### config.mk
export PLATFORM = sky130hd
export DESIGN_NAME = harvester_config_registers
export DESIGN_NICKNAME = d
export VERILOG_FILES = /design/src/hw/harvester_cfg_pkg.sv /design/src/hw/strap_if.sv /design/src/hw/harvester_config_registers.sv /design/src/hw/strap_decoder.sv
export SDC_FILE = /design/constraint.sdc
export NUM_CORES = 1
export LEC_CHECK = 0
export ABC_AREA = 1
export BUFFER_PORTS_ARGS = -buffer_cell sky130_fd_sc_hd__buf_2
export CORE_ASPECT_RATIO = 0.75
export CORE_MARGIN = 2
export CORE_UTILIZATION = 45
export CTS_CLUSTER_SIZE = 12
export DETAILED_ROUTE_END_ITERATION = 12
export HOLD_SLACK_MARGIN = 0.02
export PLACE_DENSITY = 0.64
export SYNTH_ARGS = -nofsm -noshare
export SYNTH_HDL_FRONTEND = slang
export SYNTH_SLANG_ARGS = --single-unit
### constraint.sdc
create_clock -name core_clk -period 2.75 [get_ports core_clk]
set_input_delay 0.1375 -clock core_clk [delete_from_list [all_inputs] [get_ports core_clk]]
set_output_delay 0.1375 -clock core_clk [all_outputs]
set_load 0.02 [all_outputs]
### src/hw/harvester_cfg_pkg.sv
// Shared constants of the harvester configuration register bank
package harvester_cfg_pkg;

	// ----------------------------------------------------------------
	// Serial target address and register offsets
	// ----------------------------------------------------------------
	localparam logic [6:0] DEV_ADDR = 7'h41;
	localparam logic [7:0] OFS_VERSION = 8'h00;
	localparam logic [7:0] OFS_SRC = 8'h01;
	localparam logic [7:0] OFS_OVDIS = 8'h02;
	localparam logic [7:0] OFS_OVCH = 8'h03;
	localparam logic [7:0] OFS_COLD = 8'h04;
	localparam logic [7:0] OFS_HOT = 8'h05;
	localparam logic [7:0] OFS_PWR = 8'h06;
	localparam logic [7:0] OFS_SLEEP = 8'h07;
	localparam logic [7:0] OFS_RESERVED_SINK = 8'h08;
	localparam logic [7:0] OFS_METER = 8'h09;
	localparam logic [7:0] OFS_EN = 8'h0A;
	localparam logic [7:0] OFS_CTRL = 8'h0B;
	localparam logic [7:0] OFS_FLAGS = 8'h0C;
	localparam logic [7:0] OFS_STATUS = 8'h0D;
	localparam logic [7:0] OFS_MDATA0 = 8'h0E;
	localparam logic [7:0] OFS_MDATA1 = 8'h0F;
	localparam logic [7:0] OFS_MDATA2 = 8'h10;
	localparam logic [7:0] OFS_TEMP = 8'h11;
	localparam logic [7:0] OFS_STO = 8'h12;
	localparam logic [7:0] OFS_PART0 = 8'hE0;
	localparam logic [7:0] OFS_PART1 = 8'hE1;
	localparam logic [7:0] OFS_PART2 = 8'hE2;
	localparam logic [7:0] OFS_PART3 = 8'hE3;
	localparam logic [7:0] OFS_PART4 = 8'hE4;

	// ----------------------------------------------------------------
	// Reset values
	// ----------------------------------------------------------------
	localparam logic [6:0] RST_SRC = 7'h77;
	localparam logic [5:0] RST_OVDIS = 6'h2D;
	localparam logic [5:0] RST_OVCH = 6'h33;
	localparam logic [7:0] RST_COLD = 8'h8F;
	localparam logic [7:0] RST_HOT = 8'h2F;
	localparam logic [3:0] RST_PWR = 4'h7;
	localparam logic [3:0] RST_SLEEP = 4'h1;
	localparam logic [5:0] RST_EN = 6'h01;

	// ----------------------------------------------------------------
	// Field positions
	// ----------------------------------------------------------------
	localparam int PWR_HOLD = 0;
	localparam int PWR_HIGH = 1;
	localparam int PWR_THERM = 2;
	localparam int PWR_INHIBIT = 3;
	localparam int CTRL_UPDATE = 0;
	localparam int CTRL_BUSY = 2;
	localparam int EV_READY = 0;
	localparam int EV_DONE = 5;
	localparam int EV_ERR = 6;
	localparam int ST_CHARGE = 6;

	// ----------------------------------------------------------------
	// Timing
	// ----------------------------------------------------------------
	localparam int CLK_PERIOD_NS = 8;
	localparam int LOAD_TIME_NS = 32;
	localparam int LOAD_CYCLES = (LOAD_TIME_NS + CLK_PERIOD_NS - 1) / CLK_PERIOD_NS;
	localparam logic [1:0] BOOT_CAPTURE = 2'h2;
	localparam logic [1:0] BOOT_DONE = 2'h3;

endpackage

### src/hw/strap_if.sv
// Strap codes and their decoded targets between core and decoder
`timescale 1ns/1ps
`default_nettype none
interface strap_if;
	logic [5:0] src_code;
	logic [2:0] sto_code;
	logic [6:0] src_cv;
	logic [8:0] ovch_cv;
	logic [8:0] ovdis_cv;
	modport core (output src_code, output sto_code, input src_cv, input ovch_cv,
		input ovdis_cv);
	modport decoder (input src_code, input sto_code, output src_cv, output ovch_cv,
		output ovdis_cv);
endinterface // strap_if
`default_nettype wire

### src/hw/harvester_config_registers.sv
// Serial-target register bank of the harvester charger controller
`timescale 1ns/1ps
`default_nettype none
// Summary of operation
// - Decode source strap to regulation voltage
// - Decode storage strap to threshold pair
// - Source regulation register, reset 0x77
// - Overdischarge threshold register, reset 0x2D
// - Overcharge threshold register, reset 0x33
// - Cold limit register, reset 0x8F
// - Hot limit register, reset 0x2F
// - Power control bits with given resets
// - Reserved register writable, no effect
// - Update bit loads serial configuration
// - Busy flag while configuration transfers
// - Event enables, serial-ready set, bit6 fixed
// - Event flags at enable positions
// - Five fixed part identification bytes
// - Answer at target address 0x41
// - After serial load, straps ignored
// - Startup config from straps, float high
// - Inhibit and hold-up pins float low
module harvester_config_registers #(
	parameter logic [7:0] VERSION_ID = 8'h01,
	parameter logic [39:0] PART_ID = 40'h5A5B5C5D5E // arbitrary value
) (
	input wire logic core_clk,
	input wire logic rst_b,
	input wire logic scl_pin,
	input wire logic sda_in,
	output logic sda_out,
	output logic sda_oe_b,
	output logic irq,
	input wire logic [5:0] source_level_strap,
	input wire logic [2:0] storage_threshold_strap,
	input wire logic charge_inhibit_input,
	input wire logic hold_up_input,
	input wire logic [3:0] condition_pins,
	input wire logic charging_pin,
	input wire logic meter_done_event,
	input wire logic meter_error_event,
	input wire logic [23:0] meter_data,
	input wire logic [7:0] temperature_data,
	input wire logic [7:0] storage_data,
	output logic serial_cfg_active,
	output logic [6:0] strap_src_cv,
	output logic [8:0] strap_ovch_cv,
	output logic [8:0] strap_ovdis_cv,
	output logic [6:0] source_regulation_value,
	output logic [5:0] overdischarge_limit,
	output logic [5:0] overcharge_limit,
	output logic [7:0] cold_limit_value,
	output logic [7:0] hot_limit_value,
	output logic hold_up_enable,
	output logic high_power_enable,
	output logic thermal_watch_enable,
	output logic charge_inhibit,
	output logic sleep_enable,
	output logic [2:0] sleep_threshold,
	output logic power_meter_enable
);
	typedef enum logic [2:0] {IDLE, ADDR, ACK_ADDR, WRITE, ACK_W, READ, RACK} bus_st_t;

	typedef struct packed {
		logic scl_m, scl_s, scl_q;
		logic sda_m, sda_s, sda_q;
		logic [4:0] sts_m, sts_s, sts_q;
		logic [5:0] src_m, src_s;
		logic [2:0] sto_m, sto_s;
		logic hold_m, hold_s, inh_m, inh_s;
		logic [1:0] boot_cnt;
		logic [5:0] src_code;
		logic [2:0] sto_code;
		bus_st_t st;
		logic [3:0] cnt;
		logic [7:0] sh, ptr;
		logic first, rw, drv;
		logic [6:0] src;
		logic [5:0] ovdis, ovch;
		logic [7:0] cold, hot;
		logic [3:0] power_control, slp;
		logic [2:0] reserved_sink;
		logic [3:0] meter;
		logic [5:0] en;
		logic [6:0] flags;
		logic busy;
		logic [2:0] bcnt;
		logic serial;
		logic [6:0] a_src;
		logic [5:0] a_ovdis, a_ovch;
		logic [7:0] a_cold, a_hot;
		logic [3:0] a_pwr, a_slp;
		logic a_meter;
	} state_t;

	state_t state_r;
	state_t state_nxt;
	logic [7:0] rd_byte;
	logic reg_wr;
	logic load_rd;
	logic rd_clr;
	logic [6:0] ev;
	logic scl_rise, scl_fall, start_seen, stop_seen;

	strap_if sif ();

	// ----------------------------------------------------------------
	// Strap decoding
	// ----------------------------------------------------------------
	strap_decoder strap_decoder_i (
		.core_clk(core_clk),
		.rst_b(rst_b),
		.sif(sif)
	);

	// Codes held once captured; decoder sees only settled values
	assign sif.src_code = state_r.src_code;
	assign sif.sto_code = state_r.sto_code;
	assign strap_src_cv = sif.src_cv;
	assign strap_ovch_cv = sif.ovch_cv;
	assign strap_ovdis_cv = sif.ovdis_cv;

	// ----------------------------------------------------------------
	// Read multiplexer
	// ----------------------------------------------------------------
	// Unmapped offsets read as zero
	always_comb begin
		case (state_r.ptr)
			harvester_cfg_pkg::OFS_VERSION: rd_byte = VERSION_ID;
			harvester_cfg_pkg::OFS_SRC: rd_byte = {1'b0, state_r.src};
			harvester_cfg_pkg::OFS_OVDIS: rd_byte = {2'h0, state_r.ovdis};
			harvester_cfg_pkg::OFS_OVCH: rd_byte = {2'h0, state_r.ovch};
			harvester_cfg_pkg::OFS_COLD: rd_byte = state_r.cold;
			harvester_cfg_pkg::OFS_HOT: rd_byte = state_r.hot;
			harvester_cfg_pkg::OFS_PWR: rd_byte = {4'h0, state_r.power_control};
			harvester_cfg_pkg::OFS_SLEEP: rd_byte = {4'h0, state_r.slp};
			harvester_cfg_pkg::OFS_RESERVED_SINK: rd_byte = {5'h00, state_r.reserved_sink};
			harvester_cfg_pkg::OFS_METER: rd_byte = {4'h0, state_r.meter};
			harvester_cfg_pkg::OFS_EN: rd_byte = {2'h0, state_r.en};
			harvester_cfg_pkg::OFS_CTRL: rd_byte = {5'h00, state_r.busy, 2'h0};
			harvester_cfg_pkg::OFS_FLAGS: rd_byte = {1'b0, state_r.flags};
			harvester_cfg_pkg::OFS_STATUS: rd_byte = {1'b0, state_r.sts_s[4], 1'b0,
				state_r.sts_s[3:0], 1'b0};
			harvester_cfg_pkg::OFS_MDATA0: rd_byte = meter_data[7:0];
			harvester_cfg_pkg::OFS_MDATA1: rd_byte = meter_data[15:8];
			harvester_cfg_pkg::OFS_MDATA2: rd_byte = meter_data[23:16];
			harvester_cfg_pkg::OFS_TEMP: rd_byte = temperature_data;
			harvester_cfg_pkg::OFS_STO: rd_byte = storage_data;
			harvester_cfg_pkg::OFS_PART0: rd_byte = PART_ID[39:32];
			harvester_cfg_pkg::OFS_PART1: rd_byte = PART_ID[31:24];
			harvester_cfg_pkg::OFS_PART2: rd_byte = PART_ID[23:16];
			harvester_cfg_pkg::OFS_PART3: rd_byte = PART_ID[15:8];
			harvester_cfg_pkg::OFS_PART4: rd_byte = PART_ID[7:0];
			default: rd_byte = 8'h00;
		endcase
	end

	// ----------------------------------------------------------------
	// Bus edge detection on synchronised lines
	// ----------------------------------------------------------------
	// Second flop against its delayed copy; first flop feeds nothing else
	assign scl_rise = state_r.scl_s & ~state_r.scl_q;
	assign scl_fall = ~state_r.scl_s & state_r.scl_q;
	assign start_seen = state_r.scl_s & state_r.scl_q & state_r.sda_q & ~state_r.sda_s;
	assign stop_seen = state_r.scl_s & state_r.scl_q & ~state_r.sda_q & state_r.sda_s;

	// ----------------------------------------------------------------
	// Next-state logic
	// ----------------------------------------------------------------
	always_comb begin
		state_nxt = state_r;
		reg_wr = 1'b0;
		load_rd = 1'b0;
		rd_clr = 1'b0;
		ev = 7'h00;
		// Two-flop synchronisers for bus, status, strap and mode pins; meter events and data enter unsynchronised
		state_nxt.scl_m = scl_pin;
		state_nxt.scl_s = state_r.scl_m;
		state_nxt.scl_q = state_r.scl_s;
		state_nxt.sda_m = sda_in;
		state_nxt.sda_s = state_r.sda_m;
		state_nxt.sda_q = state_r.sda_s;
		state_nxt.sts_m = {charging_pin, condition_pins};
		state_nxt.sts_s = state_r.sts_m;
		state_nxt.sts_q = state_r.sts_s;
		state_nxt.src_m = source_level_strap;
		state_nxt.src_s = state_r.src_m;
		state_nxt.sto_m = storage_threshold_strap;
		state_nxt.sto_s = state_r.sto_m;
		state_nxt.hold_m = hold_up_input;
		state_nxt.hold_s = state_r.hold_m;
		state_nxt.inh_m = charge_inhibit_input;
		state_nxt.inh_s = state_r.inh_m;

		// Straps caught once, after the synchronisers have filled
		if (state_r.boot_cnt != harvester_cfg_pkg::BOOT_DONE) begin
			state_nxt.boot_cnt = state_r.boot_cnt + 2'h1;
			if (state_r.boot_cnt == harvester_cfg_pkg::BOOT_CAPTURE) begin
				state_nxt.src_code = state_r.src_s;
				state_nxt.sto_code = state_r.sto_s;
			end
		end

		// Mode pins steer only until a serial load
		if (!state_r.serial) begin
			state_nxt.a_pwr[harvester_cfg_pkg::PWR_HOLD] = state_r.hold_s;
			state_nxt.a_pwr[harvester_cfg_pkg::PWR_INHIBIT] = state_r.inh_s;
		end

		// Serial target; start and stop override any state
		if (stop_seen) begin
			state_nxt.st = IDLE;
			state_nxt.drv = 1'b0;
		end else if (start_seen) begin
			state_nxt.st = ADDR;
			state_nxt.cnt = 4'h0;
			state_nxt.drv = 1'b0;
			state_nxt.first = 1'b1;
		end else begin
			unique case (state_r.st)
				IDLE: begin
				end
				ADDR, WRITE: begin
					if (scl_rise && state_r.cnt < 4'h8) begin
						state_nxt.sh = {state_r.sh[6:0], state_r.sda_s};
						state_nxt.cnt = state_r.cnt + 4'h1;
					end
					if (scl_fall && state_r.cnt == 4'h8) begin
						if (state_r.st == WRITE) begin
							state_nxt.drv = 1'b1;
							state_nxt.st = ACK_W;
							if (state_r.first) begin
								state_nxt.ptr = state_r.sh;
								state_nxt.first = 1'b0;
							end else begin
								reg_wr = 1'b1;
								state_nxt.ptr = state_r.ptr + 8'h01;
							end
						end else if (state_r.sh[7:1] == harvester_cfg_pkg::DEV_ADDR) begin
							state_nxt.drv = 1'b1;
							state_nxt.rw = state_r.sh[0];
							state_nxt.st = ACK_ADDR;
						end else begin
							state_nxt.st = IDLE;
						end
					end
				end
				ACK_ADDR: begin
					if (scl_fall) begin
						state_nxt.cnt = 4'h0;
						state_nxt.drv = 1'b0;
						state_nxt.st = WRITE;
						load_rd = state_r.rw;
					end
				end
				ACK_W: begin
					if (scl_fall) begin
						state_nxt.drv = 1'b0;
						state_nxt.cnt = 4'h0;
						state_nxt.st = WRITE;
					end
				end
				READ: begin
					if (scl_rise && state_r.cnt < 4'h8) begin
						state_nxt.cnt = state_r.cnt + 4'h1;
					end
					if (scl_fall && state_r.cnt == 4'h8) begin
						state_nxt.drv = 1'b0;
						state_nxt.st = RACK;
					end else if (scl_fall && state_r.cnt != 4'h0) begin
						state_nxt.sh = {state_r.sh[6:0], 1'b0};
						state_nxt.drv = ~state_r.sh[6];
					end
				end
				RACK: begin
					// Controller's acknowledge decides whether to go on
					if (scl_rise) begin
						if (state_r.sda_s) begin
							state_nxt.st = IDLE;
						end else begin
							state_nxt.cnt = 4'h9;
						end
					end
					if (scl_fall && state_r.cnt == 4'h9) begin
						load_rd = 1'b1;
					end
				end
				default: begin
					state_nxt.st = IDLE;
					state_nxt.drv = 1'b0;
				end
			endcase
		end

		// Byte fetch for a read, pointer steps past it
		if (load_rd) begin
			state_nxt.sh = rd_byte;
			state_nxt.drv = ~rd_byte[7];
			state_nxt.ptr = state_r.ptr + 8'h01;
			state_nxt.cnt = 4'h0;
			state_nxt.st = READ;
			rd_clr = (state_r.ptr == harvester_cfg_pkg::OFS_FLAGS);
		end

		// Register writes; read-only and unmapped offsets drop the data
		if (reg_wr) begin
			case (state_r.ptr)
				harvester_cfg_pkg::OFS_SRC: state_nxt.src = state_r.sh[6:0];
				harvester_cfg_pkg::OFS_OVDIS: state_nxt.ovdis = state_r.sh[5:0];
				harvester_cfg_pkg::OFS_OVCH: state_nxt.ovch = state_r.sh[5:0];
				harvester_cfg_pkg::OFS_COLD: state_nxt.cold = state_r.sh;
				harvester_cfg_pkg::OFS_HOT: state_nxt.hot = state_r.sh;
				harvester_cfg_pkg::OFS_PWR: state_nxt.power_control = state_r.sh[3:0];
				harvester_cfg_pkg::OFS_SLEEP: state_nxt.slp = state_r.sh[3:0];
				harvester_cfg_pkg::OFS_RESERVED_SINK: state_nxt.reserved_sink = state_r.sh[2:0];
				harvester_cfg_pkg::OFS_METER: state_nxt.meter = state_r.sh[3:0];
				harvester_cfg_pkg::OFS_EN: state_nxt.en = state_r.sh[5:0];
				harvester_cfg_pkg::OFS_CTRL: begin
					// A request during a transfer is absorbed by it
					if (state_r.sh[harvester_cfg_pkg::CTRL_UPDATE] && !state_r.busy) begin
						state_nxt.busy = 1'b1;
						state_nxt.bcnt = 3'(harvester_cfg_pkg::LOAD_CYCLES);
					end
				end
				default: begin
				end
			endcase
		end

		// Configuration transfer into the core
		if (state_r.busy) begin
			if (state_r.bcnt == 3'h1) begin
				state_nxt.busy = 1'b0;
				state_nxt.serial = 1'b1;
				state_nxt.a_src = state_r.src;
				state_nxt.a_ovdis = state_r.ovdis;
				state_nxt.a_ovch = state_r.ovch;
				state_nxt.a_cold = state_r.cold;
				state_nxt.a_hot = state_r.hot;
				state_nxt.a_pwr = state_r.power_control;
				state_nxt.a_slp = state_r.slp;
				state_nxt.a_meter = state_r.meter[0];
				ev[harvester_cfg_pkg::EV_READY] = 1'b1;
			end else begin
				state_nxt.bcnt = state_r.bcnt - 3'h1;
			end
		end

		// Events: condition rising edges and meter pulses
		ev[4:1] = state_r.sts_s[3:0] & ~state_r.sts_q[3:0];
		ev[harvester_cfg_pkg::EV_DONE] = meter_done_event;
		ev[harvester_cfg_pkg::EV_ERR] = meter_error_event;
		// New event wins over the clear of a flags read
		state_nxt.flags = (state_r.flags & ~{7{rd_clr}}) | ev;

		if (!rst_b) begin
			state_nxt = '0;
			state_nxt.src = harvester_cfg_pkg::RST_SRC;
			state_nxt.ovdis = harvester_cfg_pkg::RST_OVDIS;
			state_nxt.ovch = harvester_cfg_pkg::RST_OVCH;
			state_nxt.cold = harvester_cfg_pkg::RST_COLD;
			state_nxt.hot = harvester_cfg_pkg::RST_HOT;
			state_nxt.power_control = harvester_cfg_pkg::RST_PWR;
			state_nxt.slp = harvester_cfg_pkg::RST_SLEEP;
			state_nxt.en = harvester_cfg_pkg::RST_EN;
			state_nxt.a_src = state_nxt.src;
			state_nxt.a_ovdis = state_nxt.ovdis;
			state_nxt.a_ovch = state_nxt.ovch;
			state_nxt.a_cold = state_nxt.cold;
			state_nxt.a_hot = state_nxt.hot;
			state_nxt.a_pwr = state_nxt.power_control;
			state_nxt.a_slp = state_nxt.slp;
			state_nxt.src_code = 6'h3F;
			state_nxt.sto_code = 3'h7;
			state_nxt.scl_m = 1'b1;
			state_nxt.scl_s = 1'b1;
			state_nxt.scl_q = 1'b1;
			state_nxt.sda_m = 1'b1;
			state_nxt.sda_s = 1'b1;
			state_nxt.sda_q = 1'b1;
		end
	end

	// Single state register
	always_ff @(posedge core_clk) begin
		state_r <= state_nxt;
	end

	// ----------------------------------------------------------------
	// Outputs
	// ----------------------------------------------------------------
	// Open drain: only ever pulls low
	assign sda_out = 1'b0;
	assign sda_oe_b = ~state_r.drv;
	assign irq = |(state_r.flags[5:0] & state_r.en);
	assign serial_cfg_active = state_r.serial;
	assign source_regulation_value = state_r.a_src;
	assign overdischarge_limit = state_r.a_ovdis;
	assign overcharge_limit = state_r.a_ovch;
	assign cold_limit_value = state_r.a_cold;
	assign hot_limit_value = state_r.a_hot;
	assign hold_up_enable = state_r.a_pwr[harvester_cfg_pkg::PWR_HOLD];
	assign high_power_enable = state_r.a_pwr[harvester_cfg_pkg::PWR_HIGH];
	assign thermal_watch_enable = state_r.a_pwr[harvester_cfg_pkg::PWR_THERM];
	assign charge_inhibit = state_r.a_pwr[harvester_cfg_pkg::PWR_INHIBIT];
	assign sleep_enable = state_r.a_slp[0];
	assign sleep_threshold = state_r.a_slp[3:1];
	assign power_meter_enable = state_r.a_meter;
endmodule // harvester_config_registers
`default_nettype wire

### src/hw/strap_decoder.sv
// Decoder of strap codes into voltages in units of 10 mV
`timescale 1ns/1ps
`default_nettype none
module strap_decoder (
	input wire logic core_clk,
	input wire logic rst_b,
	strap_if.decoder sif
);
	typedef struct packed {
		logic [6:0] src_cv;
		logic [8:0] ovch_cv;
		logic [8:0] ovdis_cv;
	} dec_t;

	dec_t state_r;
	dec_t state_nxt;

	// Source target; top code bit has no listed setting and is ignored
	function automatic logic [6:0] src_level(input logic [4:0] c);
		logic [6:0] k;
		k = {2'h0, c};
		if (k < 7'h06) begin
			src_level = 7'h0C;
		end else if (k < 7'h12) begin
			src_level = 7'(7'h0C + 7'h03 * ((k - 7'h06) >> 1) + {6'h00, k[0]});
		end else begin
			src_level = 7'(7'h1E + 7'h03 * (k - 7'h12));
		end
	endfunction

	// Threshold pair per storage code
	always_comb begin
		state_nxt.src_cv = src_level(sif.src_code[4:0]);
		unique case (sif.sto_code)
			3'h0: {state_nxt.ovch_cv, state_nxt.ovdis_cv} = {9'h1C2, 9'h14A};
			3'h1: {state_nxt.ovch_cv, state_nxt.ovdis_cv} = {9'h190, 9'h118};
			3'h2: {state_nxt.ovch_cv, state_nxt.ovdis_cv} = {9'h16B, 9'h118};
			3'h3: {state_nxt.ovch_cv, state_nxt.ovdis_cv} = {9'h186, 9'h118};
			3'h4: {state_nxt.ovch_cv, state_nxt.ovdis_cv} = {9'h17C, 9'h0FA};
			3'h5: {state_nxt.ovch_cv, state_nxt.ovdis_cv} = {9'h186, 9'h12D};
			3'h6: {state_nxt.ovch_cv, state_nxt.ovdis_cv} = {9'h1B3, 9'h12D};
			3'h7: {state_nxt.ovch_cv, state_nxt.ovdis_cv} = {9'h19C, 9'h12D};
		endcase
		if (!rst_b) begin
			state_nxt = '0;
		end
	end

	// Registered outputs
	always_ff @(posedge core_clk) begin
		state_r <= state_nxt;
	end

	assign sif.src_cv = state_r.src_cv;
	assign sif.ovch_cv = state_r.ovch_cv;
	assign sif.ovdis_cv = state_r.ovdis_cv;

endmodule // strap_decoder
`default_nettype wire

# --- After elaboration in Yosys (flattened, before gate mapping) ---
# Memories as Yosys holds them, arrays and structs flattened. A register that Yosys moved wholly into a read port is not among the register bits.
# Cells that the tools add are included.
classes:
  n_addsub: 9
  n_mul: 2
  magnitude_cmp: 3
  n_eq_ne: 60
  n_mux: 67
  bitwise: 25
  n_reduce_logical: 45
op_table:
  columns: ["operator", "n"]
  rows:
  - ["8-bit one-hot mux with 24 select lines", 1]
  - ["8-bit by 4-bit equality test with 1-bit output (second input constant)", 8]
  - ["49-bit 2-to-1 mux", 1]
  - ["45-bit 2-to-1 mux", 1]
  - ["8-bit equality test (second input constant)", 5]
  - ["8-bit by 3-bit equality test with 1-bit output (second input constant)", 4]
  - ["7-bit 2-to-1 mux", 4]
  - ["1-bit 2-to-1 mux", 26]
  - ["8-bit by 5-bit equality test with 1-bit output (second input constant)", 3]
  - ["4-bit 2-to-1 mux", 6]
  - ["8-bit 2-to-1 mux", 3]
  - ["2-bit AND reduction", 12]
  - ["6-bit AND reduction", 4]
  - ["23-bit 2-to-1 mux", 1]
  - ["22-bit 2-to-1 mux", 1]
  - ["3-bit != test (second input constant)", 7]
  - ["5-bit != test (second input constant)", 4]
  - ["3-bit 2-to-1 mux", 6]
  - ["6-bit != test (second input constant)", 3]
  - ["8-bit by 2-bit equality test with 1-bit output (second input constant)", 2]
  - ["16-bit 2-to-1 mux", 1]
  - ["4-bit one-hot mux with 4 select lines", 1]
  - ["8-bit one-hot mux with 2 select lines", 1]
  - ["3-bit one-hot mux with 5 select lines", 1]
  - ["56 further kinds", 105]
totals:
  reg_bits: 213
  romBits: 128
  in_bits: 62
  out_inout_bits: 73
  wordCells: 267
  n_memories: 1
memory_table:
  columns: ["name", "depth", "width", "read_ports", "rd_ports_with_merged_regs", "wr", "line_no", "text"]
  rows:
  - ["(name not given)", 8, 16, 1, 1, 0, "strap_decoder.sv:34", "unique case (sif.sto_code)"]

# --- Logic depth before layout (Yosys ltp) ---
# Gate-level depths: netlist (run 1).
depth:
  word_depth: 13
  ltp_mapped: 16
  ltp_nobuf: 15

# --- Modules after synthesis ---
# Synthesis (run 1) repeated with hierarchy kept, for this count alone.
unflattened:
  hier_cells: 1442
  area_unflattened_um2: 10388.7
modules_own_cells:
  columns: ["mod", "instances", "cells_each", "area_each_um2", "seq_area_each_um2"]
  rows:
  - ["harvester_config_registers", 1, 1262, 8969.9, 3823.7]
  - ["strap_decoder", 1, 180, 1418.9, 440.4]

# --- Worst setup path after synthesis (run 1) ---
# OpenSTA, ideal clock, no wires.
synth_path:
  kind: "flip-flop to flip-flop"
  start: "register state_r, in the netlist sif.src_code[1]"
  end: "register strap_decoder_i.state_r, in the netlist strap_decoder_i.sif.src_cv[6]"
  setup_ps: 123
  t_arrival_ps: 2382
  required_time_ps: 2627
  setup_slack_ps: 244
  path_stages_with_launch: 15
  n_path_buf: 1
  period_less_slack_ps: 2506
  cell_sequence: "dfxtp_1 > clkbuf_1 > inv_1 > a21oi_2 > inv_1 > nand2_1 > inv_1 > ha_1 > ha_1 > a21boi_0 > nor2_1 > nand2_1 > nand2_1 > o21ai_0 > a21oi_1"
synth_between:
  elab_chain_cells: 5
  word_cells_on_any_way: 11
  cone_classes: "5 x add/sub; 2 x mul; 2 x order compare; 1 x mux; 1 x reduce/logical"
synth_rtl:
  columns: ["item", "line_no", "text"]
  rows:
  - ["start: declaration", "harvester_config_registers.sv:96", "state_t state_r;"]
  - ["start signal: assignment", "harvester_config_registers.sv:386", "state_r <= state_nxt;"]
  - ["5-bit by 3-bit subtractor with 6-bit output", "strap_decoder.sv:25", "src_level = 7'(7'h0C + 7'h03 * ((k - 7'h06) >> 1) + {6'h00, k[0]});"]
  - ["2-bit by 6-bit multiplier with 7-bit output", "strap_decoder.sv:25", null]
  - ["4-bit by 7-bit adder with 7-bit output", "strap_decoder.sv:25", null]
  - ["7-bit by 1-bit adder with 7-bit output", "strap_decoder.sv:25", null]
  - ["7-bit 2-to-1 mux", "strap_decoder.sv:24", "end else if (k < 7'h12) begin"]
  - ["end signal: assignment", "strap_decoder.sv:51", "state_r <= state_nxt;"]
  - ["end: declaration", "strap_decoder.sv:15", "dec_t state_r;"]
# Several ways; a longest one is shown, not always the timed one.
# A chain may end at the register's enable or synchronous reset.

# --- Worst setup path in the final report (run 1) ---
layout_path:
  start: "register state_r, in the netlist sif.src_code[3]"
  end: "register strap_decoder_i.state_r, in the netlist strap_decoder_i.sif.src_cv[6]"
# Same word-level chain as after synthesis.

==> results.md, run 1 <==
* Outcome: completed
* Worst hold path type: in2reg
* Fin worst setup slack at 0.318 ns
* Max-capacitance violation count at 0
* Critical Path RT at 3.12 ns
* Routed vias/inst at 5.14
* CTS root buffer: clkbuf_16
* Worst path top cell family by delay: adder cells
* DR vias at 9152
* Antenna violations before repair at 0
* Dominant cell type by area after synthesis: dfxtp_1
* Drt drc at 0
* Vias in the first global route at 8283
* Fill count at 2169
* Final setup TNS at 0 ns
* Storage cell area at 4200 um^2
* TritonCTS clock tree: built
* Top cell type's share of synthesized area at 42.1%
* Synth Area in Simple Gates at 26.5%
* Power Density at 713 nW/um^2
* GRT Resource Usage Total at 23.2%
* Peak supply drop at 0.422 mV
* Die area at 23400 um^2
* Ys async rst share at 0%
* GR Overflow Total at 0
* Initial Utilization at 45.5%
* Peak Freq at 411 MHz
* Adder-Cell Fraction of Synth Area at 4.64%
* Diode count at 0
* Hold Fails Final Rpt at 0
* Clk sinks at 210
* Pin count of the biggest net entering global routing at 162
* NumNets Final at 1578
* EDFF count, synth at 0
* Die X at 176 um
* Worst slew pin tran at 0.756 ns
* Most frequent cells in the layout: nand2_1 (345), dfxtp_1 (210), inv_1 (135), buf_2 (131), nor2_1 (126)
* DR iter-0 viols at 838
* Fin. max-slew vios at 0
* Post-DRT Antenna Nets at 0
* Relative slew slack at 49.4%
* CP most frequent cell: nand2_1
* Placed Area at 10600 um^2
* Slowest stage cell, crit path: dfxtp_1
* Crit path time final at 2.43 ns
* CTS max path bufs at 3
* Crit path kind: reg2reg
* # H-tree levels at 1
* I/O Pins at 135
* Buf+Inv Stages, Crit Path at 2
* Top cells by area, synth: dfxtp_1 (42%), nand2_1 (13%), o21ai_0 (5.5%)
* Row count at 47
* Compound-cell area share of the yosys netlist at 14.7%
* CP endpoint kind: flop
* Critical Path Fanout Max at 8
* Top_reg_cell synth: dfxtp_1
* Fin util at 52.3%
* Footprint of the multi-input gates at 4720 um^2
* Mux contribution to synthesized area at 0.100%
* Final setup viols at 0
* RSZ-0062 raised after global routing: false
* Pre-CTS setup slack at 0.345 ns
* CORE AREA at 21900 um^2
* Mapped Nets at 1477
* Mapped Area at 9980 um^2
* Post-DP HPWL at 19700 um
* CP Data Arrival Time at 2.80 ns
* Final worst path period share at 88.4%
* Seq/Total Area, Yosys at 42.1%
* Hold WS at 0.0813 ns
* Xor and xnor area share after synthesis at 1.23%
* First-pass GRT wire length at 43600 um
* Die H at 133 um
* Syn Area/Cell at 7.24 um^2
* Critical Path Max Stage Delay at 0.40 ns
* Synthesis-to-layout area growth at 15.0%
* Startpoint types: flop
* Main combinational cell family by area after synthesis: simple AND/OR/NAND/NOR gates
* Flops & latches, synth at 210
* Post-synth cell types at 43
* Clock skew at 0.0161 ns
* Layout cells sized above 1 at 15.1%
* Routed wire length at 27200 um
* Num CTS Buffers at 22
* Skew-Pair Late Insertion Delay at 0.51 ns
* CP Cell Sequence: nor2_2 > a21oi_2 > inv_1 > nand2_1 > ha_1 > inv_1 > ha_1 > nand2_1 > a21boi_0 > nor2_1 > nand2_1 > nand2_1 > o21ai_0 > a21oi_1
* Gp weighted congestion at 0.958
* Yosys Warn Count at 0
* Reg2Reg Setup Slack at 0.32 ns
* Final instance area at 11500 um^2
* Cell count after synthesis at 1378
* 1st-pass router iterations at 5
* Leak at 5.71 nW
* Port bufs at 132
* Reg clk slew, reported paths at 0.06 ns
* Most common cell after layout, fill and taps aside: nand2_1
* Routed length per instance at 15.3 um
==> path summary, 6_finish.rpt <==
path                       start  cells past startpoint                             to
max              sif.src_code[3]                     14  strap_decoder_i.sif.src_cv[6]
min          temperature_data[6]                      5                   state_r[129]
max reg2reg      sif.src_code[3]                     14  strap_decoder_i.sif.src_cv[6]
min reg2reg         state_r[168]                      2                   state_r[162]
==> flip-flops by register name, indices dropped and copies added, names as in the netlist <==
| register | flops |
|---|---|
| strap_decoder_i.sif.ovdis_cv | 6 |
| high_power_enable | 1 |
| thermal_watch_enable | 1 |
| strap_decoder_i.sif.src_cv | 7 |
| hold_up_enable | 1 |
| hot_limit_value | 8 |
| cold_limit_value | 8 |
| sif.sto_code | 3 |
| power_meter_enable | 1 |
| sleep_threshold | 3 |
| sif.src_code | 5 |
| overdischarge_limit | 6 |
| strap_decoder_i.sif.ovch_cv | 9 |
| serial_cfg_active | 1 |
| source_regulation_value | 7 |
| charge_inhibit | 1 |
| sleep_enable | 1 |
| state_r | 135 |
| overcharge_limit | 6 |
==> kinds of logic after synthesis <==
group | Yosys count
simple gates | 616
compound gates | 267
buf+inv | 232
flops | 210
fa+ha+maj | 37
xor+xnor | 14
other cells | 1
mux | 1
==> through the flow <==
| step | power, mW | std cells |
|---|---|---|
| after floorplan | 4.82 | 1378 |
| after global placement | 5.36 | 1730 |
| after detailed placement | 5.38 | 1730 |
| after CTS | 8.20 | 1782 |
| after global routing | 8.62 | 1782 |
| final | 8.17 | 1782 |
==> synthesized netlist by cell type, types with 4 or more instances <==
cell type / number
nor3_1: 8
a31oi_1: 5
o21ai_0: 109
o21ai_1: 4
a21oi_1: 97
xor2_1: 9
nor2_2: 11
xnor2_1: 5
inv_1: 135
nand4_1: 15
buf_2: 7
inv_2: 6
dfxtp_1: 210
nand3_1: 79
buf_4: 45
ha_1: 37
nand2_1: 345
nand2_2: 6
clkbuf_1: 36
nor2_1: 128
nor3_2: 4
o211ai_1: 36
o22ai_1: 5
or2_2: 5
==> layout make-up <==
class                   count  share of cell area (%)
repair buffers            168                    8.66
multi-input cells         936                    41.2
inverters                 141                    4.61
clock buffers              31                    5.63
flip-flops and latches    210                    36.6
clock inverters             2                  0.0873
well taps                 294                    3.21
==> tightest hold or removal path, cell delays in order <==
cell and delay (ns):
buf_2 0.11, a21oi_1 0.07, nand4_1 0.06, nand2_1 0.05
a21oi_1 0.11
==> layer usage <==
| metal | share of wire, % | GRT usage [%] | up-vias |
|---|---|---|---|
| met3 | 7.3 | 4.45 | 43 |
| met2 | 43 | 35.4 | 323 |
| li1 | - | - | 4641 |
| met5 | 0 | 0 | - |
| met1 | 48 | 33.6 | 4145 |
| met4 | 2.5 | 6.15 | 0 |
==> power by group <==
group | switching (mW) | internal, mW
combinational | 1.25 | 0.644
sequential | 0.210 | 3.28
clock | 1.18 | 1.61
==> timing repair <==
item,4_1_cts,5_1_grt
resized for setup,0,1
hold endpoints to repair,19,0
hold buffers,19,0
endpoints found under the setup margin,0,1
buffers inserted,0,0
Note: power is estimated with default switching activity, not from simulation.
==> run 2: changes to the inputs <==
Settings changed: CTS_CLUSTER_DIAMETER set to 150.
Clock period 2.75 ns to 2.8 ns, I/O delays scaled along.
==> run 2 against run 1 <==
Against the previous run: worst hold slack improved by 0.010 ns; highest routed layer unchanged; sequential cell count unchanged; power decreased by 5.8%; design area decreased by 1.3%; clock skew increased by 0.0037 ns; core utilization decreased by 0.70 points; critical path depth unchanged; first-iteration DRC count decreased by 8.8%; largest cell class unchanged.
==> results.md, run 2 (synthesized netlist as in run 1, its figures left out) <==
* Reg2Reg Setup Slack at 0.28 ns (-0.04 ns)
* Final instance area at 11300 um^2 (-1.3%)
* Worst hold path type: in2reg
* Reg2Reg Launch Point: sif.src_code[3]
* Inst Count DP at 1725 (-0.29%)
* CP endpoint kind: flop
* Die area at 23400 um^2 (unchanged)
* Final worst path period share at 90.1% (+1.7 points)
* Port bufs at 132 (unchanged)
* Overall power at 7.70 mW (-5.8%)
* Post-DP HPWL at 19400 um (-1.6%)
* Antenna violations before repair at 0 (unchanged)
* GR Overflow Total at 0 (unchanged)
* Final setup viols at 0 (unchanged)
* Routed vias/inst at 5.06 (-1.5%)
* Final setup TNS at 0 ns (unchanged)
* Peak Freq at 396 MHz (-3.6%)
* Die X at 176 um (unchanged)
* CORE AREA at 21900 um^2 (unchanged)
* DR iter-0 viols at 764 (-8.8%)
* Largest register FFs at 135 (unchanged)
* Fin cells at 1767 (-0.84%)
* Storage cell area at 4200 um^2 (unchanged)
* Worst R2R Path Depth at 14 (unchanged)
* Diode count at 0 (unchanged)
* Num CTS Buffers at 21 (-4.5%)
* 1st-pass router iterations at 6 (+1)
* Skew-Pair Late Insertion Delay at 0.51 ns (about the same)
* Pin count of the biggest net entering global routing at 162 (unchanged)
* Layout cells sized above 1 at 14.4% (-0.66 points)
* First-pass GRT wire length at 42200 um (-3.2%)
* Drt drc at 0 (unchanged)
* Reg clk slew, reported paths at 0.06 ns (about the same)
* Routed length per instance at 15.2 um (-0.21%)
* Footprint of the multi-input gates at 4720 um^2 (about the same)
* R2R Path End: strap_decoder_i.sif.src_cv[6]
* # H-tree levels at 1 (unchanged)
* Relative slew slack at 48.7% (-0.72 points)
* CP Data Arrival Time at 2.90 ns (+0.10 ns)
* Fin worst setup slack at 0.277 ns (-0.0408 ns)
* Setup crit start: sif.src_code[3]
* CP Capture Point: strap_decoder_i.sif.src_cv[6]
* CTS root buffer: clkbuf_16
* Most frequent cells in the layout: nand2_1 (345), dfxtp_1 (210), inv_1 (135), buf_2 (131), nor2_1 (127)
* Fill count at 2226 (+2.6%)
* WHS Path Cells at 5 (unchanged)
* DR vias at 8942 (-2.3%)
* Fin. max-slew vios at 0 (unchanged)
* Initial Utilization at 45.5% (unchanged)
* Peak supply drop at 0.398 mV (-5.6%)
* Vias in the first global route at 7957 (-3.9%)
* Most common cell after layout, fill and taps aside: nand2_1
* Power Density at 680 nW/um^2 (-4.5%)
* Crit path time final at 2.52 ns (+0.0908 ns)
* Hold Fails Final Rpt at 0 (unchanged)
* Placed Area at 10600 um^2 (-0.35%)
* Post-DRT Antenna Nets at 0 (unchanged)
* Startpoint types: flop
* Largest reg by FF count: state_r
* Leak at 5.63 nW (-1.5%)
* Worst slew pin tran at 0.767 ns (+0.0107 ns)
* RSZ-0062 raised after global routing: false
* Critical Path RT at 3.18 ns (+0.06 ns)
* Die H at 133 um (unchanged)
* Critical Path Fanout Max at 8 (unchanged)
* Pre-CTS setup slack at 0.323 ns (-0.0215 ns)
* Crit path kind: reg2reg
* CTS max path bufs at 3 (unchanged)
* Clock skew at 0.0198 ns (+0.00372 ns)
* Routed wire length at 26900 um (-1.0%)
* Outcome: completed
* Gp weighted congestion at 0.954 (-0.47%)
* TritonCTS clock tree: built
* Clk sinks at 210 (unchanged)
* I/O Pins at 135 (unchanged)
* Row count at 47 (unchanged)
* Setup Fix Bufs, Post-CTS at 0 (unchanged)
* GRT Resource Usage Total at 22.6% (-0.62 points)
* Max-capacitance violation count at 0 (unchanged)
* Synthesis-to-layout area growth at 13.5%
* NumNets Final at 1572 (-0.38%)
[run 2: how the worst min path moves through the flow]
stage | to | start
6_report | state_r[129] | temperature_data[6]
5_1_grt | state_r[129] | temperature_data[6]
4_1_cts | state_r[129] | temperature_data[6]
3_5_place_dp | state_r[158] | storage_threshold_strap[2]
3_3_place_gp | state_r[158] | storage_threshold_strap[2]
2_1_floorplan | strap_decoder_i.sif.ovch_cv[8] | rst_b
[run 2: area by class of cell]
cell class | count | share of cell area, %
inverters | 141 | 4.68
clock buffers | 21 | 4.64
flip-flops and latches | 210 | 37.1
clock inverters | 2 | 0.155
multi-input cells | 936 | 41.7
well taps | 294 | 3.25
repair buffers | 163 | 8.44
[run 2: worst max-delay path, stage by stage, from the launching register on]
cell	delay (ns)
dfxtp_1	0.40
nor2_1	0.22
a21oi_2	0.10
inv_1	0.20
nand2_1	0.12
ha_1	0.31
inv_1	0.04
ha_1	0.33
nand2_1	0.06
a21boi_0	0.22
nor2_1	0.07
nand2_1	0.06
nand2_1	0.05
o21ai_0	0.16
a21oi_1	0.06
[run 2: where the power goes]
part	total [mW]	switching (mW)	internal, mW
logic	1.85	1.22	0.629
registers	3.43	0.206	3.22
clock network	2.43	1.10	1.33
total	7.70	2.52	5.18
[run 2: what timing repair did]
| item | 4_1_cts | 5_1_grt |
|---|---|---|
| gates resized for setup | 0 | 0 |
| hold endpoints to repair | 19 | 0 |
| hold buffers | 19 | 0 |
[run 2: metal layers]
layer	vias to the layer above	share of wire [%]	global-route usage, %
li1	4607	-	-
met1	3990	48	33.3
met2	308	42	34.2
met3	37	7.9	4.14
met4	0	1.9	5.23
met5	-	0	0
[run 2: metrics by stage]
step                hold WS [ns]  util, %
finish                    0.0916     51.6
global route               0.107     51.6
CTS                       0.0718     51.6
detailed placement         0.324     48.3
global placement           0.321     48.3
floorplan                  0.168        -
